<file path="config.mk">
export PLATFORM = sky130hd
export DESIGN_NAME = irq_power_ctrl
export DESIGN_NICKNAME = d
export VERILOG_FILES = /design/src/rtl/irq_power_pkg.sv /design/src/rtl/irq_power_ctrl.sv
export SDC_FILE = /design/constraint.sdc
export NUM_CORES = 1
export LEC_CHECK = 0
export ABC_AREA = 0
export BUFFER_PORTS_ARGS = -buffer_cell sky130_fd_sc_hd__buf_4
export CAP_MARGIN = 15
export CORE_ASPECT_RATIO = 2
export CORE_MARGIN = 10
export CORE_UTILIZATION = 47
export DETAILED_ROUTE_END_ITERATION = 16
export GPL_TIMING_DRIVEN = 0
export MAX_ROUTING_LAYER = met4
export PLACE_DENSITY = 0.7
export SLEW_MARGIN = 40
export SYNTH_ARGS = -nofsm -noshare
export SYNTH_HDL_FRONTEND = slang
export SYNTH_SLANG_ARGS = --single-unit
</file>
<file path="constraint.sdc">
create_clock -name clk_i -period 4.18 [get_ports clk_i]
set_input_delay 0.209 -clock clk_i [delete_from_list [all_inputs] [get_ports clk_i]]
set_output_delay 0.209 -clock clk_i [all_outputs]
set_load 0.01 [all_outputs]
</file>
<file path="src/rtl/irq_power_pkg.sv">
// Constants for the interrupt and low-power control block.
// Contract
// - Fixed vectors, reset highest, timer lowest.
// - Programmable and alternate requests: edge or level.
// - Level-only inputs level, edge-only input edge.
// - Alternate requests share serial port b vectors.
// - Requests ANDed with mask; power-down unmaskable.
// - Block interrupts one cycle after mask write.
// - Control register selects nesting and sense.
// - Write-only force/clear register sets or clears.
// - Status stack twelve deep, push and pop.
// - Global enable gates all interrupts.
// - Global servicing enabled after reset.
// - Idle stalls until unmasked interrupt arrives.
// - Slow idle divides clock by 16-240, in steps of 16.
// - Slow idle wakes within n cycles.
// - Power-down from pin or force bit.
// - Resume after 100 or 4096 input clocks.
// - Power-down request raises edge power-down interrupt.
// - Context setting selects continue or clear.
// - Reset terminates power-down.
// - Acknowledge output once powered down.
// - Cycle clock output, disable bit stops it.
// - Master reset empties stacks, masks all.
package irq_power_pkg;
  // ****************************************************************
  // Register map (word addresses are byte offsets, one word each).
  // ****************************************************************
  localparam logic [7:0] ADDR_MASK = 8'h00;
  localparam logic [7:0] ADDR_CTRL = 8'h04;
  localparam logic [7:0] ADDR_FORCE_CLEAR = 8'h08;
  localparam logic [7:0] ADDR_PENDING = 8'h0c;
  localparam logic [7:0] ADDR_SEQ_CMD = 8'h10;
  localparam logic [7:0] ADDR_STATUS = 8'h14;
  localparam logic [7:0] ADDR_MODE = 8'h18;
  // ****************************************************************
  // Sources, bit index = priority slot (0 highest after reset).
  // ****************************************************************
  localparam int NSRC = 11;
  localparam int SRC_PWD = 0;
  localparam int SRC_PROG = 1;
  localparam int SRC_LVLB = 2;
  localparam int SRC_LVLA = 3;
  localparam int SRC_SPA_TX = 4;
  localparam int SRC_SPA_RX = 5;
  localparam int SRC_EDGE = 6;
  localparam int SRC_DMA = 7;
  localparam int SRC_SPB_TX = 8;
  localparam int SRC_SPB_RX = 9;
  localparam int SRC_TIMER = 10;
  localparam logic [13:0] VEC_RESET = 14'h0000;
  localparam logic [13:0] VEC_PWD = 14'h002c;
  localparam logic [13:0] VEC_BASE = 14'h0004;
  localparam logic [13:0] VEC_STEP = 14'h0004;
  // ****************************************************************
  // Control register fields.
  // ****************************************************************
  localparam int CTRL_SENSE_ALTB = 0;
  localparam int CTRL_SENSE_ALTA = 1;
  localparam int CTRL_SENSE_PROG = 2;
  localparam int CTRL_NEST = 4;
  localparam int CTRL_SPB_ALT = 5;
  localparam int CTRL_CONTEXT = 6;
  localparam int CTRL_CLKOFF = 7;
  localparam int CTRL_CRYSTAL_PIN_STOP = 8;
  localparam int CTRL_W = 9;
  // Force/clear: bits 10:0 force, bits 26:16 clear, bit 31 power-down.
  localparam int FC_CLEAR_LSB = 16;
  localparam int FC_PWD_FORCE = 31;
  // Sequencer command codes.
  localparam logic [3:0] CMD_INT_ON = 4'h1;
  localparam logic [3:0] CMD_INT_OFF = 4'h2;
  localparam logic [3:0] CMD_IDLE = 4'h3;
  localparam logic [3:0] CMD_RTI = 4'h4;
  localparam logic [3:0] CMD_PWD_ENTER = 4'h5;
  localparam int STACK_DEPTH = 12;
  // ****************************************************************
  // Timing: input clock runs at half the 250 MHz cycle rate.
  // ****************************************************************
  localparam int INPUT_CLOCK_PER_CYCLE = 2;
  localparam int WAKE_RUN_INPUT_CLOCK = 100;
  localparam int WAKE_CRYSTAL_PIN_INPUT_CLOCK = 4096;
  localparam int WAKE_RUN_CYC = WAKE_RUN_INPUT_CLOCK * INPUT_CLOCK_PER_CYCLE;
  localparam int WAKE_CRYSTAL_PIN_CYC = WAKE_CRYSTAL_PIN_INPUT_CLOCK * INPUT_CLOCK_PER_CYCLE;
  typedef enum logic [1:0] {
    PS_RUN = 2'b00,
    PS_DOWN = 2'b01,
    PS_WAKE = 2'b11
  } pwr_state_t;
endpackage

</file>
<file path="src/rtl/irq_power_ctrl.sv">
// Interrupt priority, mask, stack and low-power sequencing block.
module irq_power_ctrl #(
  parameter int CRYSTAL_PIN_WAKE_CYC = irq_power_pkg::WAKE_CRYSTAL_PIN_CYC
) (
  input wire logic clk_i, // Cycle clock, 250 MHz.
  input wire logic rst_i, // Synchronous reset, active high.
  input wire logic [7:0] wb_adr_i, // Wishbone byte address.
  input wire logic [31:0] wb_dat_i, // Wishbone write data.
  output logic [31:0] wb_dat_o, // Wishbone read data.
  input wire logic wb_we_i, // Wishbone write enable.
  input wire logic [3:0] wb_sel_i, // Wishbone byte selects.
  input wire logic wb_cyc_i, // Wishbone cycle.
  input wire logic wb_stb_i, // Wishbone strobe.
  output logic wb_ack_o, // Wishbone acknowledge.
  input wire logic ext_request_programmable_n_i, // Pin, active low.
  input wire logic level_request_a_n_i, // Pin, active low.
  input wire logic level_request_b_n_i, // Pin, active low.
  input wire logic edge_request_n_i, // Pin, falling edge.
  input wire logic alt_request_a_n_i, // Pin, active low.
  input wire logic alt_request_b_n_i, // Pin, active low.
  input wire logic powerdown_in_n_i, // Pin, falling edge.
  input wire logic [4:0] periph_req_i, // Tx a, rx a, dma, tx b, rx b.
  output logic irq_valid_o, // Vector request to sequencer.
  output logic [13:0] irq_vector_o, // Vector address.
  input wire logic irq_take_i, // Sequencer accepts vector.
  output logic powerdown_ack_o, // Powered down.
  output logic context_clear_o, // Pulse: restart with clear context.
  output logic resume_o, // Pulse: execution resumes.
  output logic stall_o, // Sequencer held in idle.
  output logic slow_clk_en_o, // Divided clock enable.
  output logic cycle_clock_out_o // Cycle clock output.
);
  localparam int NS = irq_power_pkg::NSRC;
  localparam int DW = $clog2(irq_power_pkg::WAKE_CRYSTAL_PIN_CYC + 1);
  initial begin
    if (CRYSTAL_PIN_WAKE_CYC < 1 || CRYSTAL_PIN_WAKE_CYC >= (1 << DW))
      $error("CRYSTAL_PIN_WAKE_CYC out of range");
  end

  // ****************************************************************
  // Helpers.
  // ****************************************************************
  // Lowest set index is the highest priority.
  function automatic logic [3:0] first_set(input logic [NS-1:0] v);
    logic [3:0] r;
    r = 4'hf;
    for (int k = NS - 1; k >= 0; k--) begin
      if (v[k]) r = 4'(k);
    end
    return r;
  endfunction

  function automatic logic [13:0] vec_of(input logic [3:0] s);
    if (s == 4'(irq_power_pkg::SRC_PWD)) return irq_power_pkg::VEC_PWD;
    return irq_power_pkg::VEC_BASE + 14'(s - 4'h1) * irq_power_pkg::VEC_STEP;
  endfunction

  // ****************************************************************
  // Pin synchronisers: three flops, change taken when 2nd and 3rd agree.
  // ****************************************************************
  logic [6:0] pin_raw, s1_reg, s2_reg, s3_reg, pin_reg;
  assign pin_raw = ~{powerdown_in_n_i, alt_request_b_n_i, alt_request_a_n_i,
                     edge_request_n_i, level_request_b_n_i,
                     level_request_a_n_i, ext_request_programmable_n_i};
  always_ff @(posedge clk_i) begin
    if (rst_i) begin
      s1_reg <= 7'h00;
      s2_reg <= 7'h00;
      s3_reg <= 7'h00;
      pin_reg <= 7'h00;
    end else begin
      s1_reg <= pin_raw;
      s2_reg <= s1_reg;
      s3_reg <= s2_reg;
      for (int k = 0; k < 7; k++) begin
        if (s2_reg[k] == s3_reg[k]) pin_reg[k] <= s3_reg[k];
      end
    end
  end
  logic [6:0] pin_prev_reg;
  logic [6:0] pin_rise;
  always_ff @(posedge clk_i) begin
    if (rst_i) pin_prev_reg <= 7'h00;
    else pin_prev_reg <= pin_reg;
  end
  assign pin_rise = pin_reg & ~pin_prev_reg;

  // ****************************************************************
  // Software registers.
  // ****************************************************************
  logic [NS-1:0] interrupt_mask_reg;
  logic [irq_power_pkg::CTRL_W-1:0] interrupt_control_reg;
  logic wr, rd_ok, mask_wr, fc_wr, cmd_wr, ack_reg;
  logic [3:0] cmd;
  assign wr = wb_cyc_i & wb_stb_i & wb_we_i & ~ack_reg;
  assign mask_wr = wr && wb_adr_i == irq_power_pkg::ADDR_MASK;
  assign fc_wr = wr && wb_adr_i == irq_power_pkg::ADDR_FORCE_CLEAR;
  assign cmd_wr = wr && wb_adr_i == irq_power_pkg::ADDR_SEQ_CMD
                  && wb_sel_i[0];
  assign cmd = cmd_wr ? wb_dat_i[3:0] : 4'h0;

  // reset masks all; mask write path.
  always_ff @(posedge clk_i) begin
    if (rst_i) interrupt_mask_reg <= '0;
    else if (mask_wr && wb_sel_i[0] && wb_sel_i[1])
      interrupt_mask_reg <= wb_dat_i[NS-1:0];
  end

  always_ff @(posedge clk_i) begin
    if (rst_i) interrupt_control_reg <= '0;
    else if (wr && wb_adr_i == irq_power_pkg::ADDR_CTRL && wb_sel_i[0]
             && wb_sel_i[1])
      interrupt_control_reg <= wb_dat_i[irq_power_pkg::CTRL_W-1:0];
  end
  logic nest_on, spb_alt, ctx_clear, clk_off, crystal_pin_stop;
  assign nest_on = interrupt_control_reg[irq_power_pkg::CTRL_NEST];
  assign spb_alt = interrupt_control_reg[irq_power_pkg::CTRL_SPB_ALT];
  assign ctx_clear = interrupt_control_reg[irq_power_pkg::CTRL_CONTEXT];
  assign clk_off = interrupt_control_reg[irq_power_pkg::CTRL_CLKOFF];
  assign crystal_pin_stop = interrupt_control_reg[irq_power_pkg::CTRL_CRYSTAL_PIN_STOP];

  // one-cycle block after any mask write.
  logic mask_block_reg;
  always_ff @(posedge clk_i) begin
    if (rst_i) mask_block_reg <= 1'b0;
    else mask_block_reg <= mask_wr;
  end

  logic global_int_on_reg;
  always_ff @(posedge clk_i) begin
    if (rst_i) global_int_on_reg <= 1'b1;
    else if (cmd == irq_power_pkg::CMD_INT_ON) global_int_on_reg <= 1'b1;
    else if (cmd == irq_power_pkg::CMD_INT_OFF) global_int_on_reg <= 1'b0;
  end

  // ****************************************************************
  // Request sensing and pending latches.
  // ****************************************************************
  logic [NS-1:0] edge_sense, raw_level, raw_edge, force_bits, clr_bits;
  logic [NS-1:0] pending_reg, active;
  logic pwd_force;
  // software-selected sense; alternate pins on port b vectors.
  // fixed sense for level-only and edge-only pins.
  always_comb begin
    edge_sense = '0;
    edge_sense[irq_power_pkg::SRC_PWD] = 1'b1;
    edge_sense[irq_power_pkg::SRC_EDGE] = 1'b1;
    edge_sense[irq_power_pkg::SRC_PROG] =
      interrupt_control_reg[irq_power_pkg::CTRL_SENSE_PROG];
    edge_sense[irq_power_pkg::SRC_SPB_TX] = spb_alt &
      interrupt_control_reg[irq_power_pkg::CTRL_SENSE_ALTB];
    edge_sense[irq_power_pkg::SRC_SPB_RX] = spb_alt &
      interrupt_control_reg[irq_power_pkg::CTRL_SENSE_ALTA];
    raw_level = '0;
    raw_level[irq_power_pkg::SRC_PROG] = pin_reg[0];
    raw_level[irq_power_pkg::SRC_LVLA] = pin_reg[1];
    raw_level[irq_power_pkg::SRC_LVLB] = pin_reg[2];
    raw_level[irq_power_pkg::SRC_SPA_TX] = periph_req_i[0];
    raw_level[irq_power_pkg::SRC_SPA_RX] = periph_req_i[1];
    raw_level[irq_power_pkg::SRC_DMA] = periph_req_i[2];
    raw_level[irq_power_pkg::SRC_SPB_TX] =
      spb_alt ? pin_reg[5] : periph_req_i[3];
    raw_level[irq_power_pkg::SRC_SPB_RX] =
      spb_alt ? pin_reg[4] : periph_req_i[4];
    raw_edge = '0;
    raw_edge[irq_power_pkg::SRC_PWD] = pin_rise[6];
    raw_edge[irq_power_pkg::SRC_PROG] = pin_rise[0];
    raw_edge[irq_power_pkg::SRC_EDGE] = pin_rise[3];
    raw_edge[irq_power_pkg::SRC_SPB_TX] = pin_rise[5];
    raw_edge[irq_power_pkg::SRC_SPB_RX] = pin_rise[4];
  end

  assign force_bits = fc_wr ? wb_dat_i[NS-1:0] : '0;
  assign clr_bits = fc_wr ?
    wb_dat_i[irq_power_pkg::FC_CLEAR_LSB +: NS] : '0;
  assign pwd_force = fc_wr & wb_dat_i[irq_power_pkg::FC_PWD_FORCE];

  logic take;
  logic [3:0] sel_src;
  logic [NS-1:0] take_bits;
  assign take_bits = take ? (NS'(1) << sel_src) : '0;

  // edge latch held until serviced or cleared; set wins.
  // power-down request raises edge power-down interrupt.
  always_ff @(posedge clk_i) begin
    if (rst_i) pending_reg <= '0;
    else begin
      for (int k = 0; k < NS; k++) begin
        if ((edge_sense[k] && raw_edge[k]) || force_bits[k]
            || (k == irq_power_pkg::SRC_PWD && pwd_force))
          pending_reg[k] <= 1'b1;
        else if (clr_bits[k] || take_bits[k])
          pending_reg[k] <= 1'b0;
      end
    end
  end
  assign active = pending_reg | (raw_level & ~edge_sense);

  // ****************************************************************
  // Priority selection and status stack.
  // ****************************************************************
  logic [NS-1:0] eligible;
  logic [3:0] depth_reg;
  logic [3:0] stack_reg [irq_power_pkg::STACK_DEPTH];
  logic [3:0] cur_reg;
  logic in_handler;
  assign in_handler = depth_reg != 4'h0;
  // mask AND, power-down bypasses mask; global gate.
  always_comb begin
    eligible = active & interrupt_mask_reg;
    eligible[irq_power_pkg::SRC_PWD] = active[irq_power_pkg::SRC_PWD];
    if (!global_int_on_reg || mask_block_reg) eligible = '0;
  end
  logic full_stk;
  assign full_stk = depth_reg == 4'(irq_power_pkg::STACK_DEPTH);
  // fixed priority; nesting only preempts lower.
  assign sel_src = first_set(eligible);
  logic can_take;
  assign can_take = sel_src != 4'hf && !full_stk &&
    (!in_handler || (nest_on && sel_src < cur_reg));
  assign irq_valid_o = can_take;
  assign irq_vector_o = vec_of(sel_src);
  assign take = can_take & irq_take_i;

  // push on entry, pop on return; empty after reset.
  always_ff @(posedge clk_i) begin
    if (rst_i) begin
      depth_reg <= 4'h0;
      cur_reg <= 4'hf;
    end else if (take) begin
      stack_reg[depth_reg] <= cur_reg;
      depth_reg <= depth_reg + 4'h1;
      cur_reg <= sel_src;
    end else if (cmd == irq_power_pkg::CMD_RTI && in_handler) begin
      depth_reg <= depth_reg - 4'h1;
      cur_reg <= stack_reg[depth_reg - 4'h1];
    end
  end

  // ****************************************************************
  // Idle and slow idle.
  // ****************************************************************
  logic idle_reg;
  logic [7:0] div_reg, divcnt_reg;
  // stall until an unmasked interrupt; divisor select.
  always_ff @(posedge clk_i) begin
    if (rst_i) begin
      idle_reg <= 1'b0;
      div_reg <= 8'h00;
    end else if (cmd == irq_power_pkg::CMD_IDLE) begin
      idle_reg <= 1'b1;
      div_reg <= wb_dat_i[11:4] & 8'hf0;
    end else if (idle_reg && sel_src != 4'hf && divcnt_reg == 8'h00)
      idle_reg <= 1'b0;
  end
  // wake at next divided tick, within n cycles.
  always_ff @(posedge clk_i) begin
    if (rst_i || !idle_reg || div_reg == 8'h00) divcnt_reg <= 8'h00;
    else if (divcnt_reg == div_reg - 8'h01) divcnt_reg <= 8'h00;
    else divcnt_reg <= divcnt_reg + 8'h01;
  end
  assign slow_clk_en_o = ~idle_reg | divcnt_reg == 8'h00;

  // ****************************************************************
  // Power-down sequencing.
  // ****************************************************************
  irq_power_pkg::pwr_state_t pstate_reg;
  logic [DW-1:0] wake_reg;
  logic wake_now;
  assign wake_now = pin_reg[6] == 1'b0 && pin_prev_reg[6] == 1'b0;
  always_ff @(posedge clk_i) begin
    if (rst_i) begin
      pstate_reg <= irq_power_pkg::PS_RUN;
      wake_reg <= '0;
    end else begin
      case (pstate_reg)
        irq_power_pkg::PS_RUN: begin
          if (cmd == irq_power_pkg::CMD_PWD_ENTER)
            pstate_reg <= irq_power_pkg::PS_DOWN;
        end
        irq_power_pkg::PS_DOWN: begin
          if (wake_now) begin
            pstate_reg <= irq_power_pkg::PS_WAKE;
            wake_reg <= crystal_pin_stop ? DW'(CRYSTAL_PIN_WAKE_CYC - 1) :
              DW'(irq_power_pkg::WAKE_RUN_CYC - 1);
          end
        end
        irq_power_pkg::PS_WAKE: begin
          if (wake_reg == '0) pstate_reg <= irq_power_pkg::PS_RUN;
          else wake_reg <= wake_reg - DW'(1);
        end
        default: pstate_reg <= irq_power_pkg::PS_RUN;
      endcase
    end
  end
  logic resume_p, ack_r;
  assign resume_p = pstate_reg == irq_power_pkg::PS_WAKE && wake_reg == '0;
  always_ff @(posedge clk_i) begin
    if (rst_i) begin
      ack_r <= 1'b0;
      resume_o <= 1'b0;
      context_clear_o <= 1'b0;
    end else begin
      ack_r <= pstate_reg == irq_power_pkg::PS_DOWN;
      resume_o <= resume_p;
      context_clear_o <= resume_p & ctx_clear;
    end
  end
  assign powerdown_ack_o = ack_r;
  assign stall_o = idle_reg | (pstate_reg != irq_power_pkg::PS_RUN);

  // cycle clock output, gated by disable and slow idle.
  logic cko_reg;
  always_ff @(posedge clk_i) begin
    if (rst_i) cko_reg <= 1'b0;
    else if (clk_off || pstate_reg != irq_power_pkg::PS_RUN) cko_reg <= 1'b0;
    else if (slow_clk_en_o) cko_reg <= ~cko_reg;
  end
  assign cycle_clock_out_o = cko_reg;

  // ****************************************************************
  // Wishbone slave: ack one cycle after request, reads registered.
  // ****************************************************************
  always_ff @(posedge clk_i) begin
    if (rst_i) begin
      ack_reg <= 1'b0;
      wb_dat_o <= 32'h0000_0000;
    end else begin
      ack_reg <= wb_cyc_i & wb_stb_i & ~ack_reg;
      case (wb_adr_i)
        irq_power_pkg::ADDR_MASK: wb_dat_o <= 32'(interrupt_mask_reg);
        irq_power_pkg::ADDR_CTRL: wb_dat_o <= 32'(interrupt_control_reg);
        irq_power_pkg::ADDR_PENDING: wb_dat_o <= 32'(active);
        irq_power_pkg::ADDR_STATUS:
          wb_dat_o <= {16'h0000, cur_reg, depth_reg, 3'h0,
                       global_int_on_reg, 2'(pstate_reg), idle_reg, ack_r};
        irq_power_pkg::ADDR_MODE: wb_dat_o <= {24'h000000, div_reg};
        default: wb_dat_o <= 32'h0000_0000;
      endcase
    end
  end
  assign wb_ack_o = ack_reg;
  assign rd_ok = 1'b1;

  // ****************************************************************
  // Checks.
  // ****************************************************************
  AST_MASK_BLOCK: assert property (@(posedge clk_i) disable iff (rst_i)
    mask_wr |=> !irq_valid_o) else $error("irq after mask write");
  AST_GLOBAL_OFF: assert property (@(posedge clk_i) disable iff (rst_i)
    !global_int_on_reg |-> !irq_valid_o)
    else $error("irq while disabled");
  AST_PWD_VEC: assert property (@(posedge clk_i) disable iff (rst_i)
    irq_valid_o && sel_src == 4'h0 |-> irq_vector_o == 14'h002c)
    else $error("bad power-down vector");
  AST_MASKED: assert property (@(posedge clk_i) disable iff (rst_i)
    irq_valid_o && sel_src != 4'h0 |-> interrupt_mask_reg[sel_src])
    else $error("masked source taken");
  AST_STACK: assert property (@(posedge clk_i) disable iff (rst_i)
    take |=> depth_reg == $past(depth_reg) + 4'h1)
    else $error("stack push lost");
  AST_WAKE: assert property (@(posedge clk_i) disable iff (rst_i)
    pstate_reg == irq_power_pkg::PS_DOWN && wake_now && !crystal_pin_stop
    |-> ##201 resume_o) else $error("wake not 100 clocks");
  AST_ACK: assert property (@(posedge clk_i) disable iff (rst_i)
    pstate_reg == irq_power_pkg::PS_DOWN |=> powerdown_ack_o)
    else $error("no power-down ack");
  AST_CLKOFF: assert property (@(posedge clk_i) disable iff (rst_i)
    clk_off |=> !cycle_clock_out_o) else $error("clock out on");
  AST_EDGE_HOLD: assert property (@(posedge clk_i) disable iff (rst_i)
    pending_reg[6] && !take_bits[6] && !clr_bits[6] |=> pending_reg[6])
    else $error("edge pending lost");
endmodule

</file>
# Word-level counts from Yosys, hierarchy flattened
# Memories as Yosys holds them, arrays and structs flattened.
# Index checks and enable logic that the tools add are counted.
# op_classes
eq_ne	27
n_addsub	7
n_div	0
magnitude_cmp	1
shift	1
muxes	61
reduce_logical	73
bitwise_logic	23
multipliers	0
# ops
op	n
$pmux 16 s5	1
$mux 4	15
$mux 14	4
$mux 11	4
$mux 1	30
$reduce_bool 2->1	15
$pmux 14 s2	1
$eq 8x5->1 const B	3
$logic_not 8->1	3
$logic_or 1x1->1	22
$logic_and 1x1->1	20
$eq 8x4->1 const B	2
$logic_not 14->1	1
$not 7->7	2
$sub 14x1->14 const B	1
$mux 13	1
$and 10x11->11	1
$and 11x11->11	1
$not 10->11	1
$or 11x11->11	1
$shl 1x4->11 const A	1
$and 1x1->1	9
$add 4x7->8 const A	1
$add 8x1->8 const B	1
other kinds (28)	52
# word_totals
elab_cells	233
latch_bits	0
n_memories	1
in_bits	62
mem_bits_ro	0
ram_bits	48
output_inout_bits	54
register_bits	142
# mem_list
name	depth	width	rd	rd_ports_with_merged_regs	wr	line_no	source
stack_reg	12	4	1	0	1	irq_power_ctrl.sv:204	logic [3:0] stack_reg [irq_power_pkg::STACK_DEPTH];

# Longest topological paths before layout
# Gate-level depths: netlist of run 1.
# logic_depth
depth_word	26
depth_mapped	15
depth_no_buf	14

# Worst setup path after synthesis of run 1
# No wires, ideal clock.
# synth_timing
path_type	register to register
startpoint	reg interrupt_control_reg[5] in the netlist's numbering
endpoint	mem stack_reg[4][0] (enable)
n_path_buf	0
setup_slack_ns	0.390
arrival_time_ns	3.460
path_stages_with_launch	15
required_ns	3.851
cell_sequence	dfxtp_1 > and3b_1 > o31a_1 > o2111ai_1 > a31oi_1 > nor2_1 > inv_1 > ha_1 > a21boi_0 > and4_1 > a32o_1 > a2111oi_4 > o21ai_4 > or3_4 > nor2_1
# synth_between
elab_chain_len	24
# synth_lines
element	line_no	source
from (decl)	irq_power_ctrl.sv:92	logic [irq_power_pkg::CTRL_W-1:0] interrupt_control_reg;
from (signal assigned)	irq_power_ctrl.sv:113	interrupt_control_reg <= wb_dat_i[irq_power_pkg::CTRL_W-1:0];
$and 1x1->1	irq_power_ctrl.sv:152	edge_sense[irq_power_pkg::SRC_SPB_RX] = spb_alt &
$not 10->11	irq_power_ctrl.sv:197	assign active = pending_reg | (raw_level & ~edge_sense);
$and 10x11->11 *	irq_power_ctrl.sv:197	
$or 11x11->11 *	irq_power_ctrl.sv:197	
$and 11x11->11 *	irq_power_ctrl.sv:210	eligible = active & interrupt_mask_reg;
$mux 11 *	irq_power_ctrl.sv:212	if (!global_int_on_reg || mask_block_reg) eligible = '0;
$mux 4	irq_power_ctrl.sv:48	if (v[k]) r = 4'(k);
$mux 4 * (9 in series)	irq_power_ctrl.sv:48	
$lt 4x4->1	irq_power_ctrl.sv:220	(!in_handler || (nest_on && sel_src < cur_reg));
$logic_and 1x1->1	irq_power_ctrl.sv:220	
$logic_or 1x1->1	irq_power_ctrl.sv:220	
$logic_and 1x1->1 *	irq_power_ctrl.sv:219	assign can_take = sel_src != 4'hf && !full_stk &&
$and 1x1->1 *	irq_power_ctrl.sv:223	assign take = can_take & irq_take_i;
$mux 1 *	irq_power_ctrl.sv:230	end else if (take) begin
$mux 1 *	irq_power_ctrl.sv:227	if (rst_i) begin
$mux 1 (not written as such) *	irq_power_ctrl.sv:231	stack_reg[depth_reg] <= cur_reg;
to (decl)	irq_power_ctrl.sv:204	
# Every way passes the cells marked *; elsewhere a longest branch is shown, timed or not.

# Worst setup path in the final report of run 1
# layout_timing
startpoint	reg interrupt_control_reg[5] in the netlist's numbering
endpoint	mem stack_reg[4][3] (enable)
# The elaborated chain is that of the path after synthesis.

==> metrics.md, run 1 <==
| Metric | Value |
|---|---|
| Outcome | `completed` |
| Clock buffer count from CTS | `17` |
| P_leak | `3.713 nW` |
| Die Wd | `112.0 microns` |
| Share of cells above drive strength 1 | `21.67%` |
| Fin. Hold Viols | `0` |
| CTS tree | `done` |
| Number of synthesized flops with an enable pin | `48` |
| Flops & latches, synth | `172` |
| Crit path required time | `4.28 ns` |
| Port bufs | `84` |
| Syn Area/Cell | `10.09 sq um` |
| Global Route Usage Sum | `21.59%` |
| Max FFs per register | `48` |
| Pre-CTS setup slack | `-0.3913 ns` |
| Vias per cell | `5.676` |
| Number of placement rows | `67` |
| Post-DRT Antenna Nets | `0` |
| CTS clk-pin slew, worst paths | `0.07 ns` |
| Placeable Area | `16680 sq um` |
| Finish-stage setup viols | `0` |
| Post-synth cell types | `81` |
| Mapped cell area | `7949 sq um` |
| Vias in the first global route | `6774` |
| Overall Power | `3.553 mW` |
| DRC | `0` |
| Maximum Capacitance Violations | `0` |
| Final setup margin | `0.1454 ns` |
| Unrepaired setup endpoints after global routing | `yes` |
| Max clock buf depth | `2` |
| Arr. time, crit path | `4.14 ns` |
| Clk sinks | `172` |
| Fmax | `0.2479 GHz` |
| Fill cell count | `1492` |
| Starting density of the core | `47.65%` |
| Global route overflow | `0` |
| Setup CP Type | `register to register` |
| First-pass DRT Iterations | `5` |
| Post-DP HPWL | `18460 microns` |
| Die ar. | `22830 sq um` |
| CP endpoint kind | `register` |
| Ys flop type | `dfxtp_1` |
| Drt wl/cell | `21.04 microns` |
| 1st-iter DRT viols | `435` |
| Initial antenna violation count | `0` |
| Worst VDD drop | `0.0003109 V` |
| Largest net degree at the start of global routing | `17` |
| Ant. Diodes | `0` |
| Sequential fraction of the synthesis area | `49.36%` |
| Worst-Skew Late Latency | `0.44 ns` |
| Max-slew headroom | `42.22%` |
| Placed Instances | `1096` |
| Max Transition Viols Final | `0` |
| Routed WL | `23960 microns` |
| PD cells | `366.0 nW/um^2` |
| IO Pins | `116` |
| Async SR Flop Fraction | `0%` |
| Post-layout minimum cycle time | `4.035 ns` |
| Die height | `203.9 microns` |
| Max H-tree Level | `4` |
| Nets | `997` |
| Clk_skew | `0.007887 ns` |
| Period Utilization, post-route | `96.52%` |
| First-pass GRT wire length | `37140 microns` |
| Slew @ Worst Pin | `0.8634 ns` |
| CP Max Fanout | `8` |
| Final core utilization | `58.19%` |
| Gp weighted congestion | `0.9761` |
| Via Count | `6465` |
| Yosys warning total | `0` |
| Root Buffer | `clkbuf_16` |
| Final cell count without fillers | `1139` |
| HP Class | `input port to register` |
| Area Growth Syn to Fin | `22.12%` |
| Cells after synthesis | `788` |
| Critical Path Start Type | `register` |
==> layout make-up <==
| class | instances | area (sq um) | area share (%) |
|---|---|---|---|
| Buffer | 59 | 346.6 | 3.571 |
| Clock buffer | 18 | 450.4 | 4.640 |
| Clock inverter | 14 | 180.2 | 1.856 |
| Inverter | 20 | 75.07 | 0.7734 |
| Multi-Input combinational cell | 554 | 3741 | 38.54 |
| Sequential cell | 172 | 3924 | 40.42 |
| Tap cell | 207 | 259.0 | 2.668 |
| Timing Repair Buffer | 95 | 730.7 | 7.528 |
==> timing repair <==
item	CTS	global route
pin swaps	2	3
endpoints found under the setup margin	49	49
hold buffers	7	0
gates resized for setup	12	9
hold endpoints to repair	7	0
buffers inserted	2	2
gates cloned	0	0
==> Yosys cell counts (all sizes together) (7+ instances only) <==
cell type	count	share of area, %
dfxtp	124	31
inv	19	0.90
edfxtp	48	18
o21ai	34	2.3
xnor2	13	1.4
o31ai	8	0.99
mux2i	33	4.2
nand2b	14	1.1
xor2	7	0.77
a31oi	12	0.94
nor2b	30	2.4
nor3	16	1.0
clkbuf	20	0.94
nor2	92	4.3
mux4	12	3.4
and2	9	0.71
nand2	71	3.4
buf	39	3.4
nor4	10	1.0
a22oi	17	1.6
nand3	14	0.94
ha	16	2.5
a21oi	39	2.5
==> path summary, 6_finish.rpt <==
check / startpoint / endpoint / slack, ns / cells after the start
max: interrupt_control_reg[5] / stack_reg[4][3] / 0.15 / 14
min: wb_stb_i / wb_ack_o / 0.004 / 3
max reg2reg: interrupt_control_reg[5] / stack_reg[4][3] / 0.15 / 14
min reg2reg: wb_ack_o / wb_ack_o / 0.44 / 1
==> cell usage in the layout (no fill, tap or decap), types with 14 or more instances in the layout <==
| cell | Yosys | routed |
|---|---|---|
| dfxtp_1 | 124 | 124 |
| buf_4 | 24 | 112 |
| nor2_1 | 92 | 81 |
| nand2_1 | 70 | 69 |
| edfxtp_1 | 48 | 48 |
| a21oi_1 | 39 | 38 |
| mux2i_1 | 33 | 33 |
| nor2b_1 | 29 | 29 |
| o21ai_0 | 25 | 25 |
| clkbuf_1 | 20 | 20 |
| inv_1 | 19 | 20 |
| conb_1 | 1 | 18 |
| clkbuf_16 | 0 | 18 |
| a22oi_1 | 17 | 17 |
| nor3_1 | 16 | 16 |
| ha_1 | 16 | 15 |
| nand2b_1 | 14 | 14 |
==> routing by layer <==
metal	part of all wire [%]	routed length, microns	track usage, %
met1	32	7701	18.47
met2	57	13720	41.18
met3	4.2	1018	3.851
met4	6.4	1522	14.30
met5	0	0	-
==> critical path: stages (launching register included) <==
cell	delay [ns]
dfxtp_1	0.39
and3b_1	0.23
o31a_1	0.30
o2111ai_1	0.24
a31oi_1	0.14
nor2_2	0.15
inv_1	0.10
ha_2	0.22
a21boi_0	0.13
and4_1	0.23
a32o_1	0.32
a2111oi_4	0.39
o21ai_4	0.16
or3_4	0.38
nor2_1	0.32
==> power breakdown <==
group          switching, mW  internal (mW)  total [mW]
Sequential           0.00413           1.71        1.72
Combinational         0.0815         0.0682       0.150
Clock                  0.699          0.988        1.69
==> stage by stage <==
stage / instance area [sq um] / hold WS (ns) / setup TNS (ns)
5_1_grt: 9707 / 0.01506 / -0.1283
3_5_place_dp: 8902 / 0.3689 / -15.61
3_3_place_gp: 8902 / 0.3646 / -15.23
6_report: 9707 / 0.003860 / 0
2_1_floorplan: 8013 / 0.2757 / 0
4_1_cts: 9652 / 0.0003538 / 0
==> kinds of logic (layout without fill, tap and decap cells) <==
kind of cell / after synthesis / after routing / share of synthesized area, %
AND/OR/NAND/NOR: 297 / 297 / 19.27
flip-flops: 172 / 172 / 49.36
AO/OA/AOI/OAI: 156 / 156 / 13.46
buffers and inverters: 79 / 206 / 5.305
multiplexers: 47 / 47 / 7.839
XOR/XNOR: 20 / 20 / 2.204
adder cells (fa/ha/maj): 16 / 16 / 2.518
other: 1 / 18 / 0.04718
(Power assumes the default switching activity.)
==> run 2: changes to the inputs <==
- MAX_ROUTING_LAYER: met4 -> unset
- PLACE_DENSITY: 0.7 -> 0.78
==> metrics.md, run 2 (synthesized netlist as in run 1, its figures left out) <==
| Metric | Value |
|---|---|
| Outcome | `completed` |
| Ant. Diodes | `0 (unchanged)` |
| Most frequent cells in the layout | `123 x dfxtp_1, 114 x buf_4, 78 x nor2_1` |
| Vias in the first global route | `6811 (+0.55%)` |
| First-pass DRT Iterations | `6 (+1)` |
| Worst-Skew Late Latency | `0.43 ns (about the same)` |
| Crit path required time | `4.30 ns (+0.02 ns)` |
| CTS clk-pin slew, worst paths | `0.07 ns (about the same)` |
| Post-DP HPWL | `18430 microns (-0.14%)` |
| Fmax | `0.2443 GHz (-1.5%)` |
| P_leak | `3.709 nW (about the same)` |
| PD cells | `352.7 nW/um^2 (-3.6%)` |
| Via Count | `6508 (+0.67%)` |
| CP Max Fanout | `5 (-3)` |
| Die ar. | `22830 sq um (unchanged)` |
| CP endpoint kind | `register` |
| Area Growth Syn to Fin | `22.10% (about the same)` |
| Cell breakdown of the critical path | `o21ai_1 -> o21ai_0 -> a32oi_1 -> a31oi_1 -> nor2_2 -> inv_1 -> ha_1 -> a21boi_0 -> and4_1 -> a32o_1 -> a2111oi_4 -> o21ai_4 -> or3_4 -> nor2_2` |
| CTS tree | `done` |
| Fin. Hold Viols | `0 (unchanged)` |
| Maximum Capacitance Violations | `0 (unchanged)` |
| Max-slew headroom | `45.56% (+3.3 points)` |
| Worst VDD drop | `0.0003358 V (+8.0%)` |
| Die Wd | `112.0 microns (unchanged)` |
| Placeable Area | `16680 sq um (unchanged)` |
| Max clock buf depth | `2 (unchanged)` |
| DRT met1 WL | `7737 microns (+0.47%)` |
| Post-layout minimum cycle time | `4.094 ns (+0.05962 ns)` |
| Unrepaired setup endpoints after global routing | `yes` |
| Global route overflow | `0 (unchanged)` |
| Clk sinks | `172 (unchanged)` |
| Die height | `203.9 microns (unchanged)` |
| Arr. time, crit path | `4.21 ns (+0.07 ns)` |
| Max H-tree Level | `4 (unchanged)` |
| Max stage delay cell, worst path | `a2111oi_4` |
| WL met2 | `13680 microns (-0.25%)` |
| Period Utilization, post-route | `97.95% (+1.4 points)` |
| Pre-CTS setup slack | `-0.4678 ns (-0.07647 ns)` |
| Nets | `999 (+0.20%)` |
| Setup CP Type | `register to register` |
| Max FFs per register | `48 (unchanged)` |
| Most common cell after layout, fill and taps aside | `dfxtp_1` |
| Starting density of the core | `47.65% (unchanged)` |
| Final setup margin | `0.08583 ns (-0.05962 ns)` |
| Number of placement rows | `67 (unchanged)` |
| Initial antenna violation count | `0 (unchanged)` |
| Finish-stage setup viols | `0 (unchanged)` |
| IO Pins | `116 (unchanged)` |
| 1st-iter DRT viols | `408 (-6.2%)` |
| Placed Instances | `1096 (unchanged)` |
| DRC | `0 (unchanged)` |
| Gp weighted congestion | `0.9540 (-2.3%)` |
| Critical Path Start Type | `register` |
| Post-DRT Antenna Nets | `0 (unchanged)` |
| Final cell count without fillers | `1141 (+0.18%)` |
| Highest metal used | `met4` |
| Max Transition Viols Final | `0 (unchanged)` |
| Routed WL | `23980 microns (about the same)` |
| Root Buffer | `clkbuf_16` |
| Largest net degree at the start of global routing | `17 (unchanged)` |
| Global Route Usage Sum | `20.45% (-1.1 points)` |
| Crit-path most repeated cell | `nor2_2` |
| Share of cells above drive strength 1 | `22.38% (+0.70 points)` |
| Vias per cell | `5.704 (+0.49%)` |
| Clk_skew | `0.01114 ns (+0.003256 ns)` |
| Port bufs | `84 (unchanged)` |
| First-pass GRT wire length | `36390 microns (-2.0%)` |
| HP Class | `input port to register` |
| Slew @ Worst Pin | `0.8167 ns (-0.04677 ns)` |
| Largest stage delay on the critical path | `0.44 ns (+0.05 ns)` |
| Met3 routed WL | `1052 microns (+3.3%)` |
| Clock buffer count from CTS | `17 (unchanged)` |
| Drt wl/cell | `21.02 microns (about the same)` |
| Overall Power | `3.423 mW (-3.6%)` |
[run 2: cell types whose count changed in the layout (fill, tap and decap cells not counted), moves of 2 or more]
cell       change
nor2_1         -3
clkbuf_8       +2
buf_4          +2
clkinv_2       +2
nor2_4         +2
bufinv_16      -2
[run 2: worst paths after layout]
path / depth (start not counted) / from / to / slack, ns
worst min-delay path: 3 / wb_stb_i / wb_ack_o / 0.02
worst max register to register: 14 / pending_reg[7] / stack_reg[6][1] / 0.09
worst min register to register: 1 / wb_ack_o / wb_ack_o / 0.44
worst max-delay path: 14 / pending_reg[7] / stack_reg[6][1] / 0.09
[run 2: timing repair]
action,CTS,global route
hold endpoints to repair,7,0
setup buffers,1,5
pin swaps,2,2
gates resized for setup,17,10
hold buffers,7,0
setup endpoints to repair,52,49
[run 2: worst max-delay path: cells and delay by family, from the launching register on]
kind | cells | cell delay, ns
buffers and inverters | 1 | 0.09
adder cells (fa/ha/maj) | 1 | 0.26
AO/OA/AOI/OAI | 8 | 2.05
AND/OR/NAND/NOR | 4 | 1.02
flip-flops | 1 | 0.34
[run 2: metal layers]
| layer | GRT usage (%) | vias to the layer above |
|---|---|---|
| li1 | - | 3055 |
| met1 | 17.28 | 3077 |
| met2 | 40.89 | 270 |
| met3 | 3.792 | 106 |
| met4 | 13.93 | 0 |
| met5 | 0 | - |
[run 2: layout make-up]
| class | count | area [sq um] |
|---|---|---|
| sequential | 172 | 3925 |
| timing repair buffer | 97 | 745.7 |
| tap | 207 | 259.0 |
| fill | 1425 | 6977 |
| buffer | 59 | 346.6 |
| multi-input combinational | 554 | 3770 |
| clock buffer | 19 | 452.9 |
| inverter | 20 | 75.07 |
| clock inverter | 13 | 131.4 |
[run 2: through the flow]
| step | instance area [sq um] | TNS, ns | hold WS [ns] | utilization, % |
|---|---|---|---|---|
| after floorplan | 8013 | 0 | 0.2757 | - |
| final | 9706 | 0 | 0.01874 | 58.18 |
| after global placement | 8902 | -16.07 | 0.3643 | 53.36 |
| after global routing | 9706 | -0.5667 | 0.02812 | 58.18 |
| after CTS | 9622 | 0 | 0.01358 | 57.68 |
| after detailed placement | 8902 | -19.03 | 0.3678 | 53.36 |
[run 2: report_power, final]
part | internal (mW) | leakage, nW | switching [mW]
logic | 0.0683 | 2.00 | 0.0812
registers | 1.71 | 1.42 | 0.00400
clock network | 0.868 | 0.289 | 0.690
